--- src/rtl/qsfe_pkg.sv ---
// Package for the queued serial frame engine: selector codes, reset codes,
// frame and timing constants shared by the engine and its bench.
// Assumes a 20 MHz system clock.
package qsfe_pkg;
	// System clock period in ns
	localparam int unsigned QSFE_CLK_NS = 50;
	// Phase transition selector codes
	localparam logic [2:0] QSFE_PT_SOF = 3'h2;
	localparam logic [2:0] QSFE_PT_RBF = 3'h4;
	localparam logic [2:0] QSFE_PT_EOF = 3'h5;
	localparam logic [2:0] QSFE_PT_SSDESEL = 3'h5;
	// Soft reset select code for bit counter and state machine
	localparam logic [1:0] QSFE_RST_BITSM = 2'h1;
	// Data width of a frame word
	localparam int unsigned QSFE_DW = 16;
	// Frame length field width
	localparam int unsigned QSFE_LW = 5;
	// Spike filter: input must be stable this many cycles plus two
	localparam logic [1:0] QSFE_SPIKE_CYC = 2'h2;
	// Baud quantum counter width
	localparam int unsigned QSFE_TQW = 8;
	// Period measure counter width
	localparam int unsigned QSFE_PW = 12;
	// Reset value of the bit counter
	localparam logic [QSFE_LW-1:0] QSFE_BIT_ZERO = 5'h00;
	// Fill pattern on transmit underflow
	localparam logic [QSFE_DW-1:0] QSFE_ONES = 16'hffff;
	// Move counter width
	localparam int unsigned QSFE_MCW = 8;
	// Transfer states
	typedef enum logic [2:0] {QSFE_IDLE, QSFE_SHIFT, QSFE_TRAIL, QSFE_MORE_FRAMES_STATE_A} qsfe_state_t;
endpackage

--- src/rtl/qsfe_fifo.sv ---
// Synchronous FIFO with valid/ready on both sides; read data registered.
// Assumes one clock and asynchronous active-low reset.
`timescale 1ns/1ps
module qsfe_fifo #(
	parameter int unsigned WIDTH = 16,
	parameter int unsigned DEPTH = 8
) (
	// Clock and reset
	input wire logic sys_clk_i,
	input wire logic arst_n_i,
	input wire logic flush_i,
	// Write side
	input wire logic wr_valid_i,
	output logic wr_ready_o,
	input wire logic [WIDTH-1:0] wr_data_i,
	// Read side
	output logic rd_valid_o,
	input wire logic rd_ready_i,
	output logic [WIDTH-1:0] rd_data_o
);
	localparam int unsigned AW = $clog2(DEPTH);
	// Storage
	logic [WIDTH-1:0] mem_ff [DEPTH];
	// Pointers with wrap bit
	logic [AW:0] wp_ff;
	logic [AW:0] rp_ff;
	// Registered output word and its valid
	logic [WIDTH-1:0] out_ff;
	logic out_vld_ff;
	wire logic [AW:0] used = wp_ff - rp_ff;
	wire logic full = used == (AW+1)'(DEPTH);
	wire logic mem_empty = used == '0;
	wire logic do_wr = wr_valid_i && !full;
	// Refill output register when it is free or being taken
	wire logic do_rd = !mem_empty && (!out_vld_ff || rd_ready_i);
	assign wr_ready_o = !full;
	assign rd_valid_o = out_vld_ff;
	assign rd_data_o = out_ff;
	// Memory write
	always_ff @(posedge sys_clk_i) begin
		if (do_wr) begin
			mem_ff[wp_ff[AW-1:0]] <= wr_data_i;
		end
	end
	// Pointers and output register
	always_ff @(posedge sys_clk_i or negedge arst_n_i) begin
		if (!arst_n_i) begin
			wp_ff <= '0;
			rp_ff <= '0;
			out_ff <= '0;
			out_vld_ff <= 1'b0;
		end else if (flush_i) begin
			wp_ff <= '0;
			rp_ff <= '0;
			out_vld_ff <= 1'b0;
		end else begin
			if (do_wr) begin
				wp_ff <= wp_ff + 1'b1;
			end
			if (do_rd) begin
				rp_ff <= rp_ff + 1'b1;
				out_ff <= mem_ff[rp_ff[AW-1:0]];
				out_vld_ff <= 1'b1;
			end else if (rd_ready_i) begin
				out_vld_ff <= 1'b0;
			end
		end
	end
endmodule

--- src/rtl/qsfe_engine.sv ---
// Queued serial frame engine, slave and master, with FIFOs and user events.
// Assumes serial pins come from outside; they are synchronised here.
//
// What this block and its software do
// Flag baud error outside half-to-double rate
// Software avoids relying on baud error
// Spike filter guards slave serial inputs
// Selector 2 picks start-of-frame user event
// Selector 4 picks receive-buffer-filled user event
// Move count mode samples user bit at start
// Software toggles enable to gate buffer events
// First selector 101 picks master end-of-frame
// Second selector 101 picks deselect, with interrupt
// Move count: trail after last, more_frames_state_a waits
// Software loads next transaction after finish
// Slave underflow sends all-ones data
// Software picks parity matching data length
// Software changes control word between frames
// Slave deselect soft_reset_select receive bit counter
// Soft reset 01 clears counter and machine
// Handler copies data before soft reset
`timescale 1ns/1ps
module qsfe_engine
	import qsfe_pkg::*;
#(
	parameter int unsigned DEPTH = 8
) (
	// Clock and reset
	input wire logic sys_clk_i,
	input wire logic arst_n_i,
	// Configuration
	input wire logic master_mode_i,
	input wire logic [QSFE_TQW-1:0] baud_time_quantum_i,
	input wire logic auto_reset_on_error_en_i,
	input wire logic user_event_irq_en_i,
	input wire logic [2:0] phase_transition_sel_first_i,
	input wire logic [2:0] phase_transition_sel_second_i,
	input wire logic phase_transition_second_irq_en_i,
	input wire logic [1:0] soft_reset_select_i,
	input wire logic soft_reset_stb_i,
	input wire logic move_count_mode_en_i,
	input wire logic [QSFE_MCW-1:0] move_count_config_i,
	// Frame control word
	input wire logic [QSFE_LW-1:0] frame_len_m1_i,
	input wire logic ctrl_word_user_irq_i,
	// Transmit stream in
	input wire logic tx_valid_i,
	output logic tx_ready_o,
	input wire logic [QSFE_DW-1:0] tx_data_i,
	// Receive stream out
	output logic rx_valid_o,
	input wire logic rx_ready_i,
	output logic [QSFE_DW-1:0] rx_data_o,
	// Serial pins
	input wire logic sclk_i,
	input wire logic slave_select_in_n_i,
	input wire logic mosi_i,
	output logic miso_o,
	output logic sclk_o,
	output logic mosi_o,
	output logic ss_n_o,
	// Status
	output logic user_event_flag_o,
	output logic user_irq_o,
	output logic phase_second_irq_o,
	output logic baud_error_o,
	output logic [QSFE_MCW-1:0] move_count_current_o,
	output logic [2:0] state_o
);
	////////////////////////////////////////////////////////////////////////
	// Input synchronisers and spike filter
	logic [2:0] s1_ff;
	logic [2:0] s2_ff;
	// Filtered sclk, ss_n, mosi
	logic [2:0] flt_ff;
	logic [1:0] stab_ff;
	logic [2:0] cand_ff;
	always_ff @(posedge sys_clk_i or negedge arst_n_i) begin
		if (!arst_n_i) begin
			s1_ff <= 3'h2;
			s2_ff <= 3'h2;
		end else begin
			s1_ff <= {mosi_i, slave_select_in_n_i, sclk_i};
			s2_ff <= s1_ff;
		end
	end
	// Level must hold several cycles before accepted, short glitches ignored
	always_ff @(posedge sys_clk_i or negedge arst_n_i) begin
		if (!arst_n_i) begin
			cand_ff <= 3'h2;
			stab_ff <= 2'h0;
			flt_ff <= 3'h2;
		end else if (s2_ff != cand_ff) begin
			cand_ff <= s2_ff;
			stab_ff <= 2'h0;
		end else if (stab_ff < QSFE_SPIKE_CYC) begin
			stab_ff <= stab_ff + 2'h1;
		end else begin
			flt_ff <= cand_ff;
		end
	end
	logic [2:0] fd_ff;
	always_ff @(posedge sys_clk_i or negedge arst_n_i) begin
		if (!arst_n_i) begin
			fd_ff <= 3'h2;
		end else begin
			fd_ff <= flt_ff;
		end
	end
	wire logic s_rise = flt_ff[0] && !fd_ff[0];
	wire logic s_fall = !flt_ff[0] && fd_ff[0];
	wire logic ss_sel = !flt_ff[1];
	wire logic ss_desel = flt_ff[1] && !fd_ff[1];
	wire logic ss_start = !flt_ff[1] && fd_ff[1];
	// Master receive line shares the filtered mosi pin input here
	wire logic mosi_i_s = flt_ff[2];
	////////////////////////////////////////////////////////////////////////
	// FIFOs
	logic tx_pop;
	logic tx_avail;
	logic [QSFE_DW-1:0] tx_word;
	logic rx_push;
	logic rx_room;
	logic [QSFE_DW-1:0] rx_word_ff;
	wire logic soft_rst = soft_reset_stb_i && soft_reset_select_i == QSFE_RST_BITSM;
	qsfe_fifo #(.WIDTH(QSFE_DW), .DEPTH(DEPTH)) u_tx (
		.sys_clk_i(sys_clk_i), .arst_n_i(arst_n_i), .flush_i(1'b0),
		.wr_valid_i(tx_valid_i), .wr_ready_o(tx_ready_o), .wr_data_i(tx_data_i),
		.rd_valid_o(tx_avail), .rd_ready_i(tx_pop), .rd_data_o(tx_word)
	);
	qsfe_fifo #(.WIDTH(QSFE_DW), .DEPTH(DEPTH)) u_rx (
		.sys_clk_i(sys_clk_i), .arst_n_i(arst_n_i), .flush_i(1'b0),
		.wr_valid_i(rx_push), .wr_ready_o(rx_room), .wr_data_i(rx_word_ff),
		.rd_valid_o(rx_valid_o), .rd_ready_i(rx_ready_i), .rd_data_o(rx_data_o)
	);
	////////////////////////////////////////////////////////////////////////
	// Transfer state machine
	qsfe_state_t st_ff;
	logic [QSFE_LW-1:0] bit_ff;
	logic [QSFE_DW-1:0] sh_tx_ff;
	logic [QSFE_DW-1:0] sh_rx_ff;
	logic [QSFE_TQW-1:0] tq_ff;
	logic sclk_ff;
	logic ss_n_ff;
	logic usr_bit_ff;
	logic [QSFE_MCW-1:0] mc_ff;
	logic push_ff;
	logic sof_ff;
	logic eof_ff;
	// Shift edges: master uses its own divider, slave the filtered pin
	wire logic tq_hit = tq_ff == baud_time_quantum_i;
	wire logic m_lead = master_mode_i && tq_hit && !sclk_ff;
	wire logic m_trail = master_mode_i && tq_hit && sclk_ff;
	wire logic samp = master_mode_i ? m_lead : s_rise;
	wire logic drive = master_mode_i ? m_trail : s_fall;
	wire logic last_bit = bit_ff == frame_len_m1_i;
	wire logic frame_done = st_ff == QSFE_SHIFT && samp && last_bit;
	wire logic m_start = master_mode_i && tx_avail && (st_ff == QSFE_IDLE || st_ff == QSFE_MORE_FRAMES_STATE_A);
	wire logic s_start = !master_mode_i && st_ff == QSFE_IDLE && ss_start;
	wire logic start = m_start || s_start;
	// Underflow in slave: no word queued, ones go out
	wire logic [QSFE_DW-1:0] load_word = tx_avail ? tx_word : QSFE_ONES;
	wire logic mc_last = mc_ff == '0;
	wire logic baud_err;
	assign tx_pop = start && tx_avail;
	assign rx_push = push_ff;
	always_ff @(posedge sys_clk_i or negedge arst_n_i) begin
		if (!arst_n_i) begin
			st_ff <= QSFE_IDLE;
			bit_ff <= QSFE_BIT_ZERO;
			sh_tx_ff <= '0;
			sh_rx_ff <= '0;
			tq_ff <= '0;
			sclk_ff <= 1'b0;
			ss_n_ff <= 1'b1;
			usr_bit_ff <= 1'b0;
			mc_ff <= '0;
			push_ff <= 1'b0;
			rx_word_ff <= '0;
			sof_ff <= 1'b0;
			eof_ff <= 1'b0;
		end else begin
			push_ff <= 1'b0;
			sof_ff <= start;
			eof_ff <= frame_done && master_mode_i;
			tq_ff <= (tq_hit || st_ff != QSFE_SHIFT) ? '0 : tq_ff + 1'b1;
			if (soft_rst || (!master_mode_i && ss_desel) ||
			    (baud_err && auto_reset_on_error_en_i)) begin
				st_ff <= QSFE_IDLE;
				bit_ff <= QSFE_BIT_ZERO;
				sclk_ff <= 1'b0;
				ss_n_ff <= 1'b1;
			end else begin
				case (st_ff)
				QSFE_IDLE, QSFE_MORE_FRAMES_STATE_A: begin
					if (start) begin
						st_ff <= QSFE_SHIFT;
						bit_ff <= QSFE_BIT_ZERO;
						sh_tx_ff <= load_word;
						ss_n_ff <= !master_mode_i;
						// User bit latched at each frame start; in move count mode only at the first
						if (!move_count_mode_en_i || st_ff == QSFE_IDLE) begin
							usr_bit_ff <= ctrl_word_user_irq_i;
						end
						if (move_count_mode_en_i && st_ff == QSFE_IDLE) begin
							mc_ff <= move_count_config_i;
						end
					end
				end
				QSFE_SHIFT: begin
					if (master_mode_i && tq_hit) begin
						sclk_ff <= !sclk_ff;
					end
					if (samp) begin
						sh_rx_ff <= {sh_rx_ff[QSFE_DW-2:0], master_mode_i ? mosi_i_s : flt_ff[2]};
						bit_ff <= bit_ff + 1'b1;
					end
					if (drive && bit_ff != QSFE_BIT_ZERO) begin
						sh_tx_ff <= {sh_tx_ff[QSFE_DW-2:0], 1'b1};
					end
					if (frame_done) begin
						rx_word_ff <= {sh_rx_ff[QSFE_DW-2:0], master_mode_i ? mosi_i_s : flt_ff[2]};
						push_ff <= rx_room;
						bit_ff <= QSFE_BIT_ZERO;
						// Move count: decrement, trail after last frame
						if (move_count_mode_en_i) begin
							st_ff <= mc_last ? QSFE_TRAIL : QSFE_MORE_FRAMES_STATE_A;
							mc_ff <= mc_last ? mc_ff : mc_ff - 1'b1;
						end else begin
							st_ff <= QSFE_TRAIL;
						end
					end
				end
				QSFE_TRAIL: begin
					sclk_ff <= 1'b0;
					ss_n_ff <= 1'b1;
					st_ff <= QSFE_IDLE;
				end
				default: begin
					st_ff <= QSFE_IDLE;
				end
				endcase
			end
		end
	end
	////////////////////////////////////////////////////////////////////////
	// Slave baud check: period of sclk against expected (2*(tq+1) cycles)
	logic [QSFE_PW-1:0] per_ff;
	logic berr_ff;
	wire logic [QSFE_PW-1:0] exp_per = QSFE_PW'({baud_time_quantum_i, 1'b0}) + QSFE_PW'(2);
	wire logic per_low = per_ff < {1'b0, exp_per[QSFE_PW-1:1]};
	wire logic per_high = per_ff > {exp_per[QSFE_PW-2:0], 1'b0};
	assign baud_err = !master_mode_i && ss_sel && fd_ff[0] == 1'b0 && s_rise && per_ff != '0 &&
		(per_low || per_high);
	always_ff @(posedge sys_clk_i or negedge arst_n_i) begin
		if (!arst_n_i) begin
			per_ff <= '0;
			berr_ff <= 1'b0;
		end else begin
			if (s_rise || !ss_sel) begin
				per_ff <= '0;
			end else if (per_ff != '1) begin
				per_ff <= per_ff + 1'b1;
			end
			// Sticky until soft reset; set wins
			if (baud_err) begin
				berr_ff <= 1'b1;
			end else if (soft_rst) begin
				berr_ff <= 1'b0;
			end
		end
	end
	////////////////////////////////////////////////////////////////////////
	// User events and phase transition interrupts
	logic user_flag_ff;
	logic uirq_ff;
	logic p2irq_ff;
	wire logic ev_sof = sof_ff && phase_transition_sel_first_i == QSFE_PT_SOF;
	wire logic ev_rbf = push_ff && phase_transition_sel_first_i == QSFE_PT_RBF;
	wire logic ev_eof = eof_ff && phase_transition_sel_first_i == QSFE_PT_EOF;
	wire logic ev_usr = (ev_sof || ev_rbf || ev_eof) && usr_bit_ff && user_event_irq_en_i;
	wire logic ev_p2 = !master_mode_i && ss_desel &&
		phase_transition_sel_second_i == QSFE_PT_SSDESEL;
	always_ff @(posedge sys_clk_i or negedge arst_n_i) begin
		if (!arst_n_i) begin
			user_flag_ff <= 1'b0;
			uirq_ff <= 1'b0;
			p2irq_ff <= 1'b0;
		end else begin
			if (ev_usr) begin
				user_flag_ff <= 1'b1;
			end else if (soft_rst) begin
				user_flag_ff <= 1'b0;
			end
			uirq_ff <= ev_usr;
			p2irq_ff <= ev_p2 && phase_transition_second_irq_en_i;
		end
	end
	////////////////////////////////////////////////////////////////////////
	// Registered pin and status outputs
	logic miso_ff;
	always_ff @(posedge sys_clk_i or negedge arst_n_i) begin
		if (!arst_n_i) begin
			miso_ff <= 1'b1;
		end else begin
			miso_ff <= sh_tx_ff[QSFE_DW-1];
		end
	end
	assign miso_o = miso_ff;
	assign mosi_o = miso_ff;
	assign sclk_o = sclk_ff;
	assign ss_n_o = ss_n_ff;
	assign user_event_flag_o = user_flag_ff;
	assign user_irq_o = uirq_ff;
	assign phase_second_irq_o = p2irq_ff;
	assign baud_error_o = berr_ff;
	assign move_count_current_o = mc_ff;
	assign state_o = st_ff;
endmodule

--- config.mk ---
export PLATFORM = sky130hd
export DESIGN_NAME = qsfe_engine
export DESIGN_NICKNAME = d
export VERILOG_FILES = /design/src/rtl/qsfe_pkg.sv /design/src/rtl/qsfe_fifo.sv /design/src/rtl/qsfe_engine.sv
export SDC_FILE = /design/constraint.sdc
export NUM_CORES = 1
export LEC_CHECK = 0
export ABC_AREA = 1
export BUFFER_PORTS_ARGS = -buffer_cell sky130_fd_sc_hd__buf_2
export CAP_MARGIN = 20
export CORE_AREA = 4 4 251 191
export CTS_BUF_LIST = sky130_fd_sc_hd__clkbuf_16
export DETAILED_ROUTE_END_ITERATION = 12
export DIE_AREA = 0 0 255 195
export PLACE_DENSITY = 0.54
export SLEW_MARGIN = 20
export SYNTH_ARGS = -nofsm -noshare
export SYNTH_HDL_FRONTEND = slang
export SYNTH_SLANG_ARGS = --single-unit
--- constraint.sdc ---
create_clock -name sys_clk_i -period 4.75 [get_ports sys_clk_i]
set_input_delay 0.95 -clock sys_clk_i [delete_from_list [all_inputs] [get_ports sys_clk_i]]
set_output_delay 0.95 -clock sys_clk_i [all_outputs]
set_load 0.05 [all_outputs]
==> impl_metrics.csv <==
group,metric,value,unit
outcome,status,"finished, final reports clean",
cells_and_area,final_nets,1914,
placed_design,dp_slack,924,ps
job,max_cap_violations,0,
timing,fin_setup_tns,0,ps
timing,min_period,3630,ps
timing,report.final.hold_viol_count,0,
floorplanning,dieArea,49700,sq um
logic_synthesis,syn_inst,1729,
timing,setup_violations,0,
cells_and_area,area_growth,13.7,%
placed_design,io_buffers,94,
setup_path,crit_type,"flip-flop to output port",
clock_network,cts_resized,0,
global_routing,grt_overflow,0,
setup_path,end_kind,"output port",
global_routing,antenna_found_initial,3,
cells_and_area,final_cells,2455,
floorplanning,core_area,45600,sq um
routing,vias,12600,
logic_synthesis,synth_fp_nets,1817,
setup_path,cp.required,3800,ps
clock_network,clk_root_buffer_cell,"clkbuf_16",
clock_network,clockBufferDepth,3,
global_routing,grt_pass1_vias,12100,
clock_network,hold_buffers,0,
power,design_power_total,12.5,mW
clock_network,clock-sinks,415,
hold_path,hp-class,"flip-flop to flip-flop",
logic_synthesis,async_reset_ff_share,38.3,%
clock_network,numCtsBuffers,43,
clock_network,clk_latency,580,ps
clock_network,clk_pin_slew,60,ps
clock_network,cts-htree-levels,2,
logic_synthesis,ys_dominant_reg_cell,"edfxtp_1",
power,leakage,8.75,nW
routing,wl_per_cell,18.2,microns
floorplanning,num_rows,68,
placed_design,post-dp-hpwl,27800,microns
global_routing,grt_usage,18.0,%
logic_synthesis,ys_warn_count,0,
floorplanning,num_io_pins,96,
logic_synthesis,synth_edf_count,256,
setup_path,arrival,2680,ps
placed_design,gp_congestion,0.803,
logic_synthesis,syn_avg_cell_area,10.4,sq um
cells_and_area,drive_above_1_share,11.7,%
timing,finClkSkew,24.4,ps
logic_synthesis,ys_types,53,
setup_path,crit_path_max_fanout,34,
floorplanning,fp.dieW,255,microns
routing,totalWireLength,44600,microns
timing,grt_setup_unrepaired,"false",
logic_synthesis,synth_seq_cells,415,
global_routing,grt_pass1_wl,70000,microns
logic_synthesis,synth.area.top_cells,"edfxtp_1 (43%), dfrtp_1 (21%), nand2_1 (7.9%)",
routing,drt_pre_antenna_iters,7,
setup_path,r2r_slack,1600,ps
global_routing,grt_max_degree,93,
routing,vias_per_cell,5.12,
cells_and_area,utilization,44.9,%
setup_path,critPathLaunchType,"flip-flop",
floorplanning,die_h,195,microns
logic_synthesis,synth_area_leader_cell,"edfxtp_1",
logic_synthesis,synth_top_cell_area_share,42.7,%
floorplanning,initial_core_util,39.5,%
routing,initialDrtViolationCount,1055,
timing,worst_slack,1120,ps
routing,remaining_drc_errors,0,
power,powerDensity,609,nW/um^2
clock_network,post-cts-setup-buffers,0,
routing,ant_nets,0,
timing,period_share,76.4,%
timing,worstMarginPinSlew,1070,ps
cells_and_area,n_antenna_cell,0,
clock_network,cts_tree,"yes",
placed_design,dp_cells,2376,
timing,timing.fmax,0.275,GHz
power,vdd_drop_max,0.314,mV
timing,slew_headroom,28.9,%
logic_synthesis,synth_area,18000,sq um
timing,slew_viol_final,0,
logic_synthesis,yosysSeqAreaShare,64.8,%
worst paths after layout:
kind,startpoint,to,cells past startpoint
min in group asynchronous,arst_n_i,tq_ff[0],1
max reg2reg,u_tx.rp_ff[1],u_tx.rd_data_o[12],13
max,u_tx.rp_ff[1],tx_ready_o,11
max in group asynchronous,arst_n_i,ss_n_o,2
min,s1_ff[0],s2_ff[0],0
min reg2reg,s1_ff[0],s2_ff[0],0
layer usage:
layer / up-vias / global-route usage [%] / share of wire [%]
met1: 6074 / 29.3 / 52
met5: - / 0 / 0.12
met2: 307 / 24.6 / 41
met3: 57 / 3.45 / 6.1
li1: 6128 / - / -
met4: 6 / 4.10 / 1.5
sequential cells by signal, summed over array words and instances, names as in the netlist, 5 cells and up:
signal / count
rx_word_ff: 16
u_tx.mem_ff: 128
tq_ff: 8
u_tx.rd_data_o: 16
sh_tx_ff: 16
u_rx.rd_data_o: 16
bit_ff: 5
u_rx.mem_ff: 128
move_count_current_o: 8
sh_rx_ff: 15
per_ff: 12
cell type report:
type	instances	area [sq um]
timing repair buffer	132	787
tap	595	744
multi-input combinational	1129	5600
clock buffer	44	1100
sequential	415	11700
inverter	105	394
fill	4282	25100
clock inverter	35	180
worst max-delay path, stage by stage (launching register included):
cell      delay [ps]
dfrtp_1          320
buf_4            360
inv_1            110
ha_1             310
inv_1             40
nor2_1            90
nor2_1            70
o21bai_1         150
xor2_1           210
inv_1             60
nand2_1          110
buf_2            280
synth_stat cells (2+ instances only):
master       n
a211oi_1     2
a21o_1      30
a21oi_1     55
a31oi_1      4
and2_1       2
buf_2        2
buf_4        8
buf_6        3
clkbuf_1    67
clkinv_1     2
dfrtp_1    152
dfstp_2      7
edfxtp_1   256
ha_1        29
inv_1      101
inv_2        2
mux2_2       2
nand2_1    379
nand2_2      3
nand3_1     69
nand4_1     12
nor2_1     200
nor2_2       3
nor3_1      11
nor3b_1      3
nor4_1       7
o2111ai_1    2
o21a_1       2
o21ai_0    189
o21ai_1      2
o21bai_1     3
o22ai_1     64
or2_2        5
xnor2_1     11
xor2_1      22
kinds of logic after synthesis:
logic type	share of synthesized area [%]
multiplexers	0.125
XOR/XNOR	1.60
adder cells (fa/ha/maj)	2.01
other	0.0208
AO/OA/AOI/OAI	11.2
buffers and inverters	4.16
flip-flops	64.8
AND/OR/NAND/NOR	16.1
cell usage in the layout, fill, tap and decap left out, types with 11 or more instances in the layout:
master,count
clkinv_1,13
o22ai_1,64
edfxtp_1,256
clkbuf_16,44
xnor2_1,11
dfrtp_1,150
inv_1,117
nor2_1,200
buf_4,36
a21o_1,30
a21oi_1,55
o21ai_0,189
nand4_1,12
xor2_1,22
buf_2,93
nand3_1,69
nand2_1,379
ha_1,29
power by group:
| group | internal [mW] | switching [mW] |
|---|---|---|
| clock network | 1.69 | 1.42 |
| registers | 4.42 | 0.379 |
| logic | 1.39 | 3.18 |
per-stage QoR:
stage / hold WS [ps] / area, sq um
6_report: 360 / 20500
5_1_grt: 365 / 20500
4_1_cts: 359 / 20500
3_5_place_dp: 345 / 19200
3_3_place_gp: 336 / 19200
2_1_floorplan: 331 / 18000
Note: power is estimated with default switching activity, not from simulation.
